--- config.mk ---
export PLATFORM = sky130hd
export DESIGN_NAME = flash_irq_security_reset_ctrl
export DESIGN_NICKNAME = d
export VERILOG_FILES = /design/src/logic/flash_ctrl_pkg.sv /design/src/logic/flash_irq_security_reset_ctrl.sv
export VERILOG_INCLUDE_DIRS = /design/src /design/src/logic
export SDC_FILE = /design/constraint.sdc
export NUM_CORES = 1
export LEC_CHECK = 0
export BUFFER_PORTS_ARGS = -buffer_cell sky130_fd_sc_hd__buf_2
export CELL_PAD_IN_SITES_DETAIL_PLACEMENT = 1
export CELL_PAD_IN_SITES_GLOBAL_PLACEMENT = 2
export CORE_ASPECT_RATIO = 0.75
export CORE_UTILIZATION = 40
export DETAILED_ROUTE_END_ITERATION = 8
export PLACE_DENSITY = 0.9
export SLEW_MARGIN = 25
export SYNTH_ARGS = -nofsm -noshare
export SYNTH_HDL_FRONTEND = slang
export SYNTH_SLANG_ARGS = --single-unit
--- constraint.sdc ---
create_clock -name clk_i -period 7.4 [get_ports clk_i]
set_clock_uncertainty 0.1 [all_clocks]
set_input_delay 0.37 -clock clk_i [delete_from_list [all_inputs] [get_ports clk_i]]
set_output_delay 0.37 -clock clk_i [all_outputs]
set_load 0.05 [all_outputs]
--- src/logic/flash_ctrl_map.svh ---
// Address, field and reset constants of the flash control block
`ifndef FLASH_CTRL_MAP_SVH
`define FLASH_CTRL_MAP_SVH

// ****************************************
// Configuration field addresses
// ****************************************
`define FC_KEY0_ADDR      18'h3FF00
`define FC_KEY_STEP       18'h00002
`define FC_PROT_ADDR      18'h3FF0C
`define FC_LOCK_ADDR      18'h3FF0E
`define FC_PARAM_ADDR     18'h3FF10

// ****************************************
// Field layout
// ****************************************
`define FC_LOCK_LSB       0
`define FC_KEY_EN_LSB     6
`define FC_LOCK_UNSECURED 2'h2
`define FC_KEY_EN_ENABLED 2'h2
`define FC_KEY_ZERO       16'h0000
`define FC_KEY_ONES       16'hFFFF
`define FC_NUM_KEYS       4
`define FC_NUM_CCOB       6
`define FC_LAST_RD        3'h6

// ****************************************
// Command codes
// ****************************************
`define FC_OP_ERASE_VERIFY_ALL 8'h01
`define FC_OP_ERASE_ALL        8'h08
`define FC_OP_KEY_VERIFY       8'h0C

// ****************************************
// Fallback values after a failed reset load
// ****************************************
`define FC_DFLT_PARAM     16'h0000
`define FC_DFLT_PROG_PROT 8'h00
`define FC_DFLT_DATA_PROT 8'h00
`define FC_DFLT_OPTION    8'hFF
`define FC_DFLT_LOCK      8'hFF

`endif

--- src/logic/flash_ctrl_pkg.sv ---
// Types shared by the flash control block
package flash_ctrl_pkg;

	// ****************************************
	// States
	// ****************************************
	typedef enum logic [2:0] {
		ST_HOLD   = 3'b000,
		ST_LOAD   = 3'b001,
		ST_IDLE   = 3'b010,
		ST_ENGINE = 3'b011,
		ST_KEY    = 3'b100
	} state_e;

	// ****************************************
	// Carriers
	// ****************************************
	typedef struct packed {
		logic        valid;
		logic [15:0] data;
		logic        single_fault;
		logic        double_fault;
	} nvm_rd_rsp_s;

	typedef struct packed {
		logic [15:0] param;
		logic [7:0]  program_array_protection;
		logic [7:0]  data_array_protection;
		logic [7:0]  option_register;
		logic [7:0]  lock_register;
	} config_s;

endpackage

--- src/logic/flash_irq_security_reset_ctrl.sv ---
// Flash interrupt, security and reset-sequence control
`timescale 1ns/10ps
`include "flash_ctrl_map.svh"

module flash_irq_security_reset_ctrl (
	input  wire logic                       clk_i,
	input  wire logic                       rst_n_i,
	input  wire logic                       special_single_chip_i,
	input  wire logic                       wait_mode_i,
	input  wire logic                       stop_req_i,
	input  wire logic                       command_complete_irq_enable_i,
	input  wire logic                       double_fault_irq_enable_i,
	input  wire logic                       single_fault_irq_enable_i,
	input  wire logic                       double_fault_clr_i,
	input  wire logic                       single_fault_clr_i,
	input  wire logic                       ecc_single_i,
	input  wire logic                       ecc_double_i,
	input  wire logic                       ccob_wr_i,
	input  wire logic                       ccob_sel_index_i,
	input  wire logic [15:0]                ccob_wdata_i,
	input  wire logic                       cmd_launch_i,
	input  wire logic                       engine_done_i,
	input  wire logic [1:0]                 engine_status_i,
	input  wire logic                       engine_erased_i,
	input  wire flash_ctrl_pkg::nvm_rd_rsp_s nvm_rd_rsp_i,
	output logic                            nvm_rd_req_o,
	output logic [17:0]                     nvm_rd_addr_o,
	output logic                            engine_start_o,
	output logic [7:0]                      engine_op_o,
	output logic                            cpu_stall_o,
	output logic                            read_invalid_o,
	output logic                            stop_ack_o,
	output logic                            wake_o,
	output logic                            command_complete_flag_o,
	output logic                            double_fault_flag_o,
	output logic                            single_fault_flag_o,
	output logic [1:0]                      verify_error_status_o,
	output logic                            access_error_o,
	output logic                            cmd_irq_o,
	output logic                            err_irq_o,
	output logic [1:0]                      protection_lock_state_o,
	output logic                            secured_o,
	output logic [2:0]                      command_index_register_o,
	output flash_ctrl_pkg::config_s         config_o
);

	// ****************************************
	// Functions
	// ****************************************
	function automatic logic key_ok(input logic [15:0] k);
		key_ok = (k != `FC_KEY_ZERO) && (k != `FC_KEY_ONES);
	endfunction

	function automatic logic [17:0] load_addr(input logic [2:0] idx);
		case (idx)
			3'h0: load_addr = `FC_PARAM_ADDR;
			3'h1: load_addr = `FC_KEY0_ADDR;
			3'h2: load_addr = 18'(`FC_KEY0_ADDR + `FC_KEY_STEP);
			3'h3: load_addr = 18'(`FC_KEY0_ADDR + 2 * `FC_KEY_STEP);
			3'h4: load_addr = 18'(`FC_KEY0_ADDR + 3 * `FC_KEY_STEP);
			3'h5: load_addr = `FC_PROT_ADDR;
			default: load_addr = `FC_LOCK_ADDR;
		endcase
	endfunction

	// Unsecured: all. Secured: only erase verify, key verify, erase all in special
	function automatic logic cmd_allowed(input logic [7:0] op, input logic special,
			input logic secure);
		if (!secure) begin
			cmd_allowed = 1'b1;
		end else begin
			cmd_allowed = (op == `FC_OP_ERASE_VERIFY_ALL) || (op == `FC_OP_KEY_VERIFY) ||
				(special && (op == `FC_OP_ERASE_ALL));
		end
	endfunction

	// ****************************************
	// State
	// ****************************************
	flash_ctrl_pkg::state_e  state_r, state_nxt;
	logic [2:0]              rd_idx_r;
	logic                    load_err_r;
	logic [15:0]             keys_r [0:`FC_NUM_KEYS-1];
	logic [15:0]             ccob_r [0:`FC_NUM_CCOB-1];
	logic [2:0]              index_r;
	flash_ctrl_pkg::config_s cfg_r;
	logic                    complete_r;
	logic                    dbl_fault_r;
	logic                    sgl_fault_r;
	logic [1:0]              verify_err_r;
	logic                    accerr_r;
	logic                    key_locked_r;
	logic                    start_r;

	// ****************************************
	// Decode
	// ****************************************
	wire        loading    = (state_r == flash_ctrl_pkg::ST_HOLD) ||
				 (state_r == flash_ctrl_pkg::ST_LOAD);
	wire        rd_done    = loading && nvm_rd_rsp_i.valid;
	wire        rd_last    = rd_done && (rd_idx_r == `FC_LAST_RD);
	wire        bad_word   = nvm_rd_rsp_i.double_fault;
	wire        secure     = cfg_r.lock_register[`FC_LOCK_LSB +: 2] != `FC_LOCK_UNSECURED;
	wire [7:0]  op         = ccob_r[0][15:8];
	wire        key_on     = cfg_r.lock_register[`FC_KEY_EN_LSB +: 2] == `FC_KEY_EN_ENABLED;
	wire        idle       = state_r == flash_ctrl_pkg::ST_IDLE;
	wire        launch     = idle && complete_r && cmd_launch_i;
	wire        is_key     = op == `FC_OP_KEY_VERIFY;
	wire        key_usable = key_on && !key_locked_r;
	wire        accept     = cmd_allowed(op, special_single_chip_i, secure) &&
				 (!is_key || key_usable);
	wire        key_match  = (ccob_r[1] == keys_r[0]) && (ccob_r[2] == keys_r[1]) &&
				 (ccob_r[3] == keys_r[2]) && (ccob_r[4] == keys_r[3]) &&
				 key_ok(keys_r[0]) && key_ok(keys_r[1]) &&
				 key_ok(keys_r[2]) && key_ok(keys_r[3]);
	wire        in_key     = state_r == flash_ctrl_pkg::ST_KEY;
	wire        eng_end    = (state_r == flash_ctrl_pkg::ST_ENGINE) && engine_done_i;
	wire        eva_clean  = eng_end && (op == `FC_OP_ERASE_VERIFY_ALL) &&
				 special_single_chip_i && engine_erased_i;
	// Writes only land once the sequence is over and no command runs
	wire        ccob_we    = ccob_wr_i && idle && complete_r;

	// ****************************************
	// Sequencer
	// ****************************************
	always_comb begin
		state_nxt = state_r;
		case (state_r)
			flash_ctrl_pkg::ST_HOLD:   if (rd_done) begin
				state_nxt = flash_ctrl_pkg::ST_LOAD;
			end
			flash_ctrl_pkg::ST_LOAD:   if (rd_last) begin
				state_nxt = flash_ctrl_pkg::ST_IDLE;
			end
			flash_ctrl_pkg::ST_IDLE:   if (launch && accept) begin
				state_nxt = is_key ? flash_ctrl_pkg::ST_KEY : flash_ctrl_pkg::ST_ENGINE;
			end
			flash_ctrl_pkg::ST_ENGINE: if (engine_done_i) begin
				state_nxt = flash_ctrl_pkg::ST_IDLE;
			end
			flash_ctrl_pkg::ST_KEY:    state_nxt = flash_ctrl_pkg::ST_IDLE;
			default:                   state_nxt = flash_ctrl_pkg::ST_HOLD;
		endcase
	end

	// Sync reset also drops any running command; the array word is not recovered
	always_ff @(posedge clk_i) begin
		if (!rst_n_i) begin
			state_r  <= flash_ctrl_pkg::ST_HOLD;
			rd_idx_r <= 3'h0;
			start_r  <= 1'b0;
		end else begin
			state_r  <= state_nxt;
			start_r  <= idle && launch && accept && !is_key;
			if (rd_done) begin
				rd_idx_r <= 3'(rd_idx_r + 3'h1);
			end
		end
	end

	// ****************************************
	// Reset-sequence load
	// ****************************************
	// Lock register is written only here, so a reprogrammed byte waits for reset
	always_ff @(posedge clk_i) begin
		if (!rst_n_i) begin
			load_err_r <= 1'b0;
			cfg_r      <= '0;
			for (int i = 0; i < `FC_NUM_KEYS; i++) begin
				keys_r[i] <= `FC_KEY_ONES;
			end
		end else if (rd_done && !load_err_r && !bad_word) begin
			case (rd_idx_r)
				3'h0: cfg_r.param <= nvm_rd_rsp_i.data;
				3'h1: keys_r[0] <= nvm_rd_rsp_i.data;
				3'h2: keys_r[1] <= nvm_rd_rsp_i.data;
				3'h3: keys_r[2] <= nvm_rd_rsp_i.data;
				3'h4: keys_r[3] <= nvm_rd_rsp_i.data;
				3'h5: begin
					cfg_r.program_array_protection <= nvm_rd_rsp_i.data[15:8];
					cfg_r.data_array_protection    <= nvm_rd_rsp_i.data[7:0];
				end
				default: begin
					cfg_r.option_register <= nvm_rd_rsp_i.data[15:8];
					cfg_r.lock_register   <= nvm_rd_rsp_i.data[7:0];
				end
			endcase
		end else if (rd_done) begin
			// Any load error: fully protected and secured
			load_err_r                     <= 1'b1;
			cfg_r.param                    <= `FC_DFLT_PARAM;
			cfg_r.program_array_protection <= `FC_DFLT_PROG_PROT;
			cfg_r.data_array_protection    <= `FC_DFLT_DATA_PROT;
			cfg_r.option_register          <= `FC_DFLT_OPTION;
			cfg_r.lock_register            <= `FC_DFLT_LOCK;
		end else if ((in_key && key_match) || eva_clean) begin
			// Only the live state bits move; stored byte, keys, protection stay
			cfg_r.lock_register[`FC_LOCK_LSB +: 2] <= `FC_LOCK_UNSECURED;
		end
	end

	// ****************************************
	// Command object
	// ****************************************
	always_ff @(posedge clk_i) begin
		if (!rst_n_i) begin
			index_r <= 3'h0;
			for (int i = 0; i < `FC_NUM_CCOB; i++) begin
				ccob_r[i] <= 16'h0000;
			end
		end else if (ccob_we && ccob_sel_index_i) begin
			index_r <= ccob_wdata_i[2:0];
		end else if (ccob_we && (index_r < 3'(`FC_NUM_CCOB))) begin
			ccob_r[index_r] <= ccob_wdata_i;
		end
	end

	// ****************************************
	// Flags
	// ****************************************
	always_ff @(posedge clk_i) begin
		if (!rst_n_i) begin
			complete_r   <= 1'b0;
			verify_err_r <= 2'h0;
			accerr_r     <= 1'b0;
			key_locked_r <= 1'b0;
		end else begin
			if (rd_last || eng_end || in_key) begin
				complete_r <= 1'b1;
			end else if (launch && accept) begin
				complete_r <= 1'b0;
			end
			if (rd_done && bad_word) begin
				verify_err_r <= 2'h3;
			end else if (eng_end) begin
				verify_err_r <= engine_status_i;
			end else if (launch) begin
				verify_err_r <= 2'h0;
			end
			if (launch) begin
				accerr_r <= !accept;
			end else if (in_key && !key_match) begin
				accerr_r <= 1'b1;
			end
			if (in_key && !key_match) begin
				key_locked_r <= 1'b1;
			end
		end
	end

	// Set wins over a clear in the same cycle
	always_ff @(posedge clk_i) begin
		if (!rst_n_i) begin
			dbl_fault_r <= 1'b0;
			sgl_fault_r <= 1'b0;
		end else begin
			dbl_fault_r <= ecc_double_i || (dbl_fault_r && !double_fault_clr_i);
			sgl_fault_r <= ecc_single_i || (sgl_fault_r && !single_fault_clr_i);
		end
	end

	// ****************************************
	// Outputs
	// ****************************************
	assign nvm_rd_req_o             = loading;
	assign nvm_rd_addr_o            = load_addr(rd_idx_r);
	assign engine_start_o           = start_r;
	assign engine_op_o              = op;
	assign cpu_stall_o              = state_r == flash_ctrl_pkg::ST_HOLD;
	assign read_invalid_o           = in_key;
	assign stop_ack_o               = stop_req_i && complete_r && idle;
	assign cmd_irq_o                = complete_r && command_complete_irq_enable_i;
	assign err_irq_o                = (dbl_fault_r && double_fault_irq_enable_i) ||
					  (sgl_fault_r && single_fault_irq_enable_i);
	// Wait mode leaves the sequencer running; wake follows command irq
	assign wake_o                   = wait_mode_i && cmd_irq_o;
	assign command_complete_flag_o  = complete_r;
	assign double_fault_flag_o      = dbl_fault_r;
	assign single_fault_flag_o      = sgl_fault_r;
	assign verify_error_status_o    = verify_err_r;
	assign access_error_o           = accerr_r;
	assign protection_lock_state_o  = cfg_r.lock_register[`FC_LOCK_LSB +: 2];
	assign secured_o                = secure;
	assign command_index_register_o = index_r;
	assign config_o                 = cfg_r;

endmodule

# --- Word level (Yosys, flattened, before mapping) ---
# Memory sizes are Yosys's and may differ from the RTL's.
# Index checks and enable logic that the tools add are counted.
word_totals:
  reg_bits: 66
  ram_bits: 160
  inputBits: 54
  output_inout_bits: 94
  n_memories: 2
mem_list:
  columns: ["memory", "depth", "word_bits", "read_ports", "rd_ports_with_merged_regs", "write_ports", "line_no", "source"]
  rows:
  - ["ccob_r", 6, 16, 5, 0, 6, "flash_irq_security_reset_ctrl.sv:84", "logic [15:0] ccob_r [0:`FC_NUM_CCOB-1];"]
  - ["keys_r", 4, 16, 4, 0, 4, "flash_irq_security_reset_ctrl.sv:83", "logic [15:0] keys_r [0:`FC_NUM_KEYS-1];"]
op_classes:
  addsub: 1
  order_cmp: 1
  n_eq_ne: 30
  muxes: 50
  bitwise_logic: 5
  n_reduce_logical: 80
op_table:
  columns: ["operator", "n"]
  rows:
  - ["two-way mux 16 bit", 8]
  - ["== test 16 bit", 4]
  - ["!= test 16 bit, second input constant", 4]
  - ["nonzero test 16 bit", 4]
  - ["two-way mux 48 bit", 1]
  - ["two-way mux 46 bit", 1]
  - ["logical AND 1 bit", 43]
  - ["case mux 5 bit (6 select lines)", 1]
  - ["two-way mux 1 bit", 27]
  - ["two-way mux 3 bit", 6]
  - ["== test 8 x 4 -> 1 bit, second input constant", 2]
  - ["OR reduction 16 bit", 1]
  - ["case mux 3 bit (5 select lines)", 1]
  - ["== test 3 x 2 -> 1 bit, second input constant", 4]
  - ["== test 3 bit, second input constant", 4]
  - ["logical OR 1 bit", 10]
  - ["two-way mux 2 bit", 5]
  - ["AND reduction 2 bit", 5]
  - ["== test 8 x 1 -> 1 bit, second input constant", 1]
  - ["logical NOT 1 bit", 8]
  - ["!= test 2 x 1 -> 1 bit, second input constant", 4]
  - ["!= test 2 bit, second input constant", 4]
  - ["== test 3 x 1 -> 1 bit, second input constant", 2]
  - ["logical NOT 3 bit", 2]
  - ["9 further kinds", 15]

# --- Longest topological paths before layout ---
# An unclocked memory read counts as a cell.
logic_depth:
  word_depth: 14
  mapped_depth: 9
  ltp_nobuf: 7

# --- Least setup slack after synthesis ---
# Ideal clock, no wire load.
synth_timing:
  path_type: "reg2reg"
  from: "register complete_r, in the netlist command_complete_flag_o"
  to: "memory ccob_r[1][0] (enable)"
  setup_time_ps: 411
  arrival_ps: 2617
  required_ps: 6889
  path_slack_ps: 4272
  path_stages_with_launch: 6
  path_buffers: 0
  cell_sequence: "dfxtp_1 and4bb_2 nand4b_4 nor2_1 nand2_1 o21ai_0"
synth_rtl:
  columns: ["item", "line_no", "source"]
  rows:
  - ["start, declared", "flash_irq_security_reset_ctrl.sv:87", "logic complete_r;"]
  - ["start signal, assigned", "flash_irq_security_reset_ctrl.sv:223", "complete_r <= 1'b0;"]
  - ["start signal, assigned", "flash_irq_security_reset_ctrl.sv:229", "complete_r <= 1'b1;"]
  - ["start signal, assigned", "flash_irq_security_reset_ctrl.sv:231", "complete_r <= 1'b0;"]
  - ["end, declared", "flash_irq_security_reset_ctrl.sv:84", null]

==> metrics.yaml <==
status: "finished clean"
cts_resized: 0
die_y_um: 132.0
final_core_util: 0.4805
synth_ff_type: "edfxtp_1"
worstPathArrival_ns: 3.46
cts_hold_buf: 2
hp-class: "in2reg"
synth_edf_count: 136
start_kind: "register"
grt_busiest_layer: "met2"
viasPerCell: 5.450
post-cts-setup-buffers: 0
tritoncts: "built"
setup_viol: 0
dp_hpwl_um: 19750
die_w_um: 175.4
io_pins: 148
drt_iter0_markers: 631
ys_types: 58
clk_path_buf_depth: 3
synth_common_cells: "136 x edfxtp_1, 81 x nor2_1, 76 x and2_1"
core-area_um2: 22110
htree_levels: 1
p_leak_nw: 3.927
io_buffers: 132
finalCritPeriodShare: 0.4638
synth.avg_cell_area_um2: 11.82
placed_area_um2: 9879
place.gp.congestion: 0.8920
grtUsageMet1: 0.3389
rsz0062_at_grt: "false"
multi_input_area_um2: 3354
setup_slack_ns: 3.968
synth_area_um2: 9015
syn_to_final_growth_pct: 17.86
ys_warn_count: 0
start_util: 0.4077
num-fill-cells: 2413
reg2reg_from: "state_r[1]"
ys_seq_area_frac: 0.5996
critPathKind: "reg2reg"
cap_violations: 0
max-slew-margin-rel: 0.3341
p_per_area_nw_per_um2: 246.7
grt_pass1_wl_um: 40620
num_rows: 47
grt_start_max_net_pins: 65
worstHoldStart: "double_fault_clr_i"
synth_top_area_frac: 0.4530
numPlacedInstances: 1163
cts_buffers: 21
cts.sinks: 202
grt_antenna_before_repair: 2
syn_inst: 763
grt_pass1_vias: 6631
clk_pin_slew_ns: 0.06
report.power.total_mw: 2.622
synth_largest_area_cell: "edfxtp_1"
crit_fanout: 18
use_met3: 0.06171
endpoint_kind: "register"
fmax_ghz: 0.2914
final.setup.tns_ns: 0
period_needed_ns: 3.432
synth.area.top_cells: "edfxtp_1 45%, dfxtp_1 15%, xnor2_1 6.3%, and2_1 5.3%, or2_2 3.9%"
grt-ovfl-total: 0
wl_per_cell_um: 22.52
ant_nets: 0
drc_errors: 0
slew_violations: 0
ys_ff_latch: 202
dr.pass1.iters: 5
finalHoldViolations: 0
detailroute.via_count: 6562
synthArstFlopShare: 0
instances_no_fill: 1204
fp.dieArea_um2: 23150
required_ns: 7.42
place_ws_ns: 4.031
drt-total-wl_um: 27120
vdd_drop_max_uv: 117.9
tightestPinTransition_ns: 0.9989
clkLatencyLatePin_ns: 0.50
fin_area_um2: 10630
drive_gt1_frac: 0.2731
ctsRootBufferMaster: "clkbuf_16"
yosysMostFrequentCell: "edfxtp_1"
grt.total_usage: 0.2356
layout.nets: 953
critical_path.startpoint: "state_r[1]"
whs_ns: 0.07159
ff_latch_area_um2: 5405
met2_usage: 0.3622
## cells by family (layout without fill, tap and decap cells)
| kind of cell | after synthesis | in the layout | synth area share |
|---|---|---|---|
| compound gates | 82 | 82 | 0.06565 |
| xor+xnor | 65 | 65 | 0.06315 |
| simple gates | 346 | 346 | 0.2239 |
| buf+inv | 57 | 190 | 0.03553 |
| other cells | 2 | 16 | 0.0008331 |
| flops | 202 | 202 | 0.5996 |
| fa+ha+maj | 5 | 5 | 0.006940 |
| mux | 4 | 4 | 0.004442 |
## worst paths after layout
kind                                             to  slack (ns)  cells past startpoint
worst min register to register         key_locked_r        0.35                      2
worst max-delay path                  ccob_r[3][10]        3.97                      5
worst min-delay path            double_fault_flag_o        0.07                      4
worst max register to register        ccob_r[3][10]        3.97                      5
## cells in the final DEF (no fill, tap or decap), drive strengths merged, types with 14 or more instances in the layout
| master | instances |
|---|---|
| nor4 | 26 |
| buf | 141 |
| and2 | 77 |
| edfxtp | 136 |
| nand2 | 19 |
| xnor2 | 65 |
| a211oi | 16 |
| clkbuf | 32 |
| nor2 | 82 |
| nand4 | 40 |
| or2 | 65 |
| a22oi | 32 |
| dfxtp | 66 |
| conb | 14 |
## critical path, cell delays in order (launching register included)
cell	delay (ns)
dfxtp_1	0.57
and4bb_2	0.49
nand4b_4	0.22
nor2_1	0.17
and3_1	0.63
nand2b_1	0.85
## registers in the layout, summed over array words and instances (netlist names), 2 cells and up
signal / count
ccob_r: 72
command_index_register_o: 3
config_o: 48
keys_r: 64
rd_idx_r: 3
state_r: 3
verify_error_status_o: 2
## report_power, final
part,internal (mW),switching (mW)
sequential,1.23,0.0225
combinational,0.0643,0.203
clock,0.659,0.440
total,1.96,0.666
## layout make-up
class | instances | area share
Clock inverter | 5 | 0.006948
Timing Repair Buffer | 143 | 0.07042
Sequential cell | 202 | 0.5087
Inverter | 10 | 0.003533
Clock buffer | 32 | 0.05959
Tap cell | 294 | 0.03462
Antenna cell | 2 | 0.0004710
Multi-Input combinational cell | 516 | 0.3157
## routing by layer
| metal | up-vias | part of all wire |
|---|---|---|
| li1 | 2974 | - |
| met1 | 3325 | 0.45 |
| met2 | 230 | 0.45 |
| met3 | 33 | 0.087 |
| met4 | 0 | 0.014 |
| met5 | - | 0 |
(Power assumes the default switching activity.)
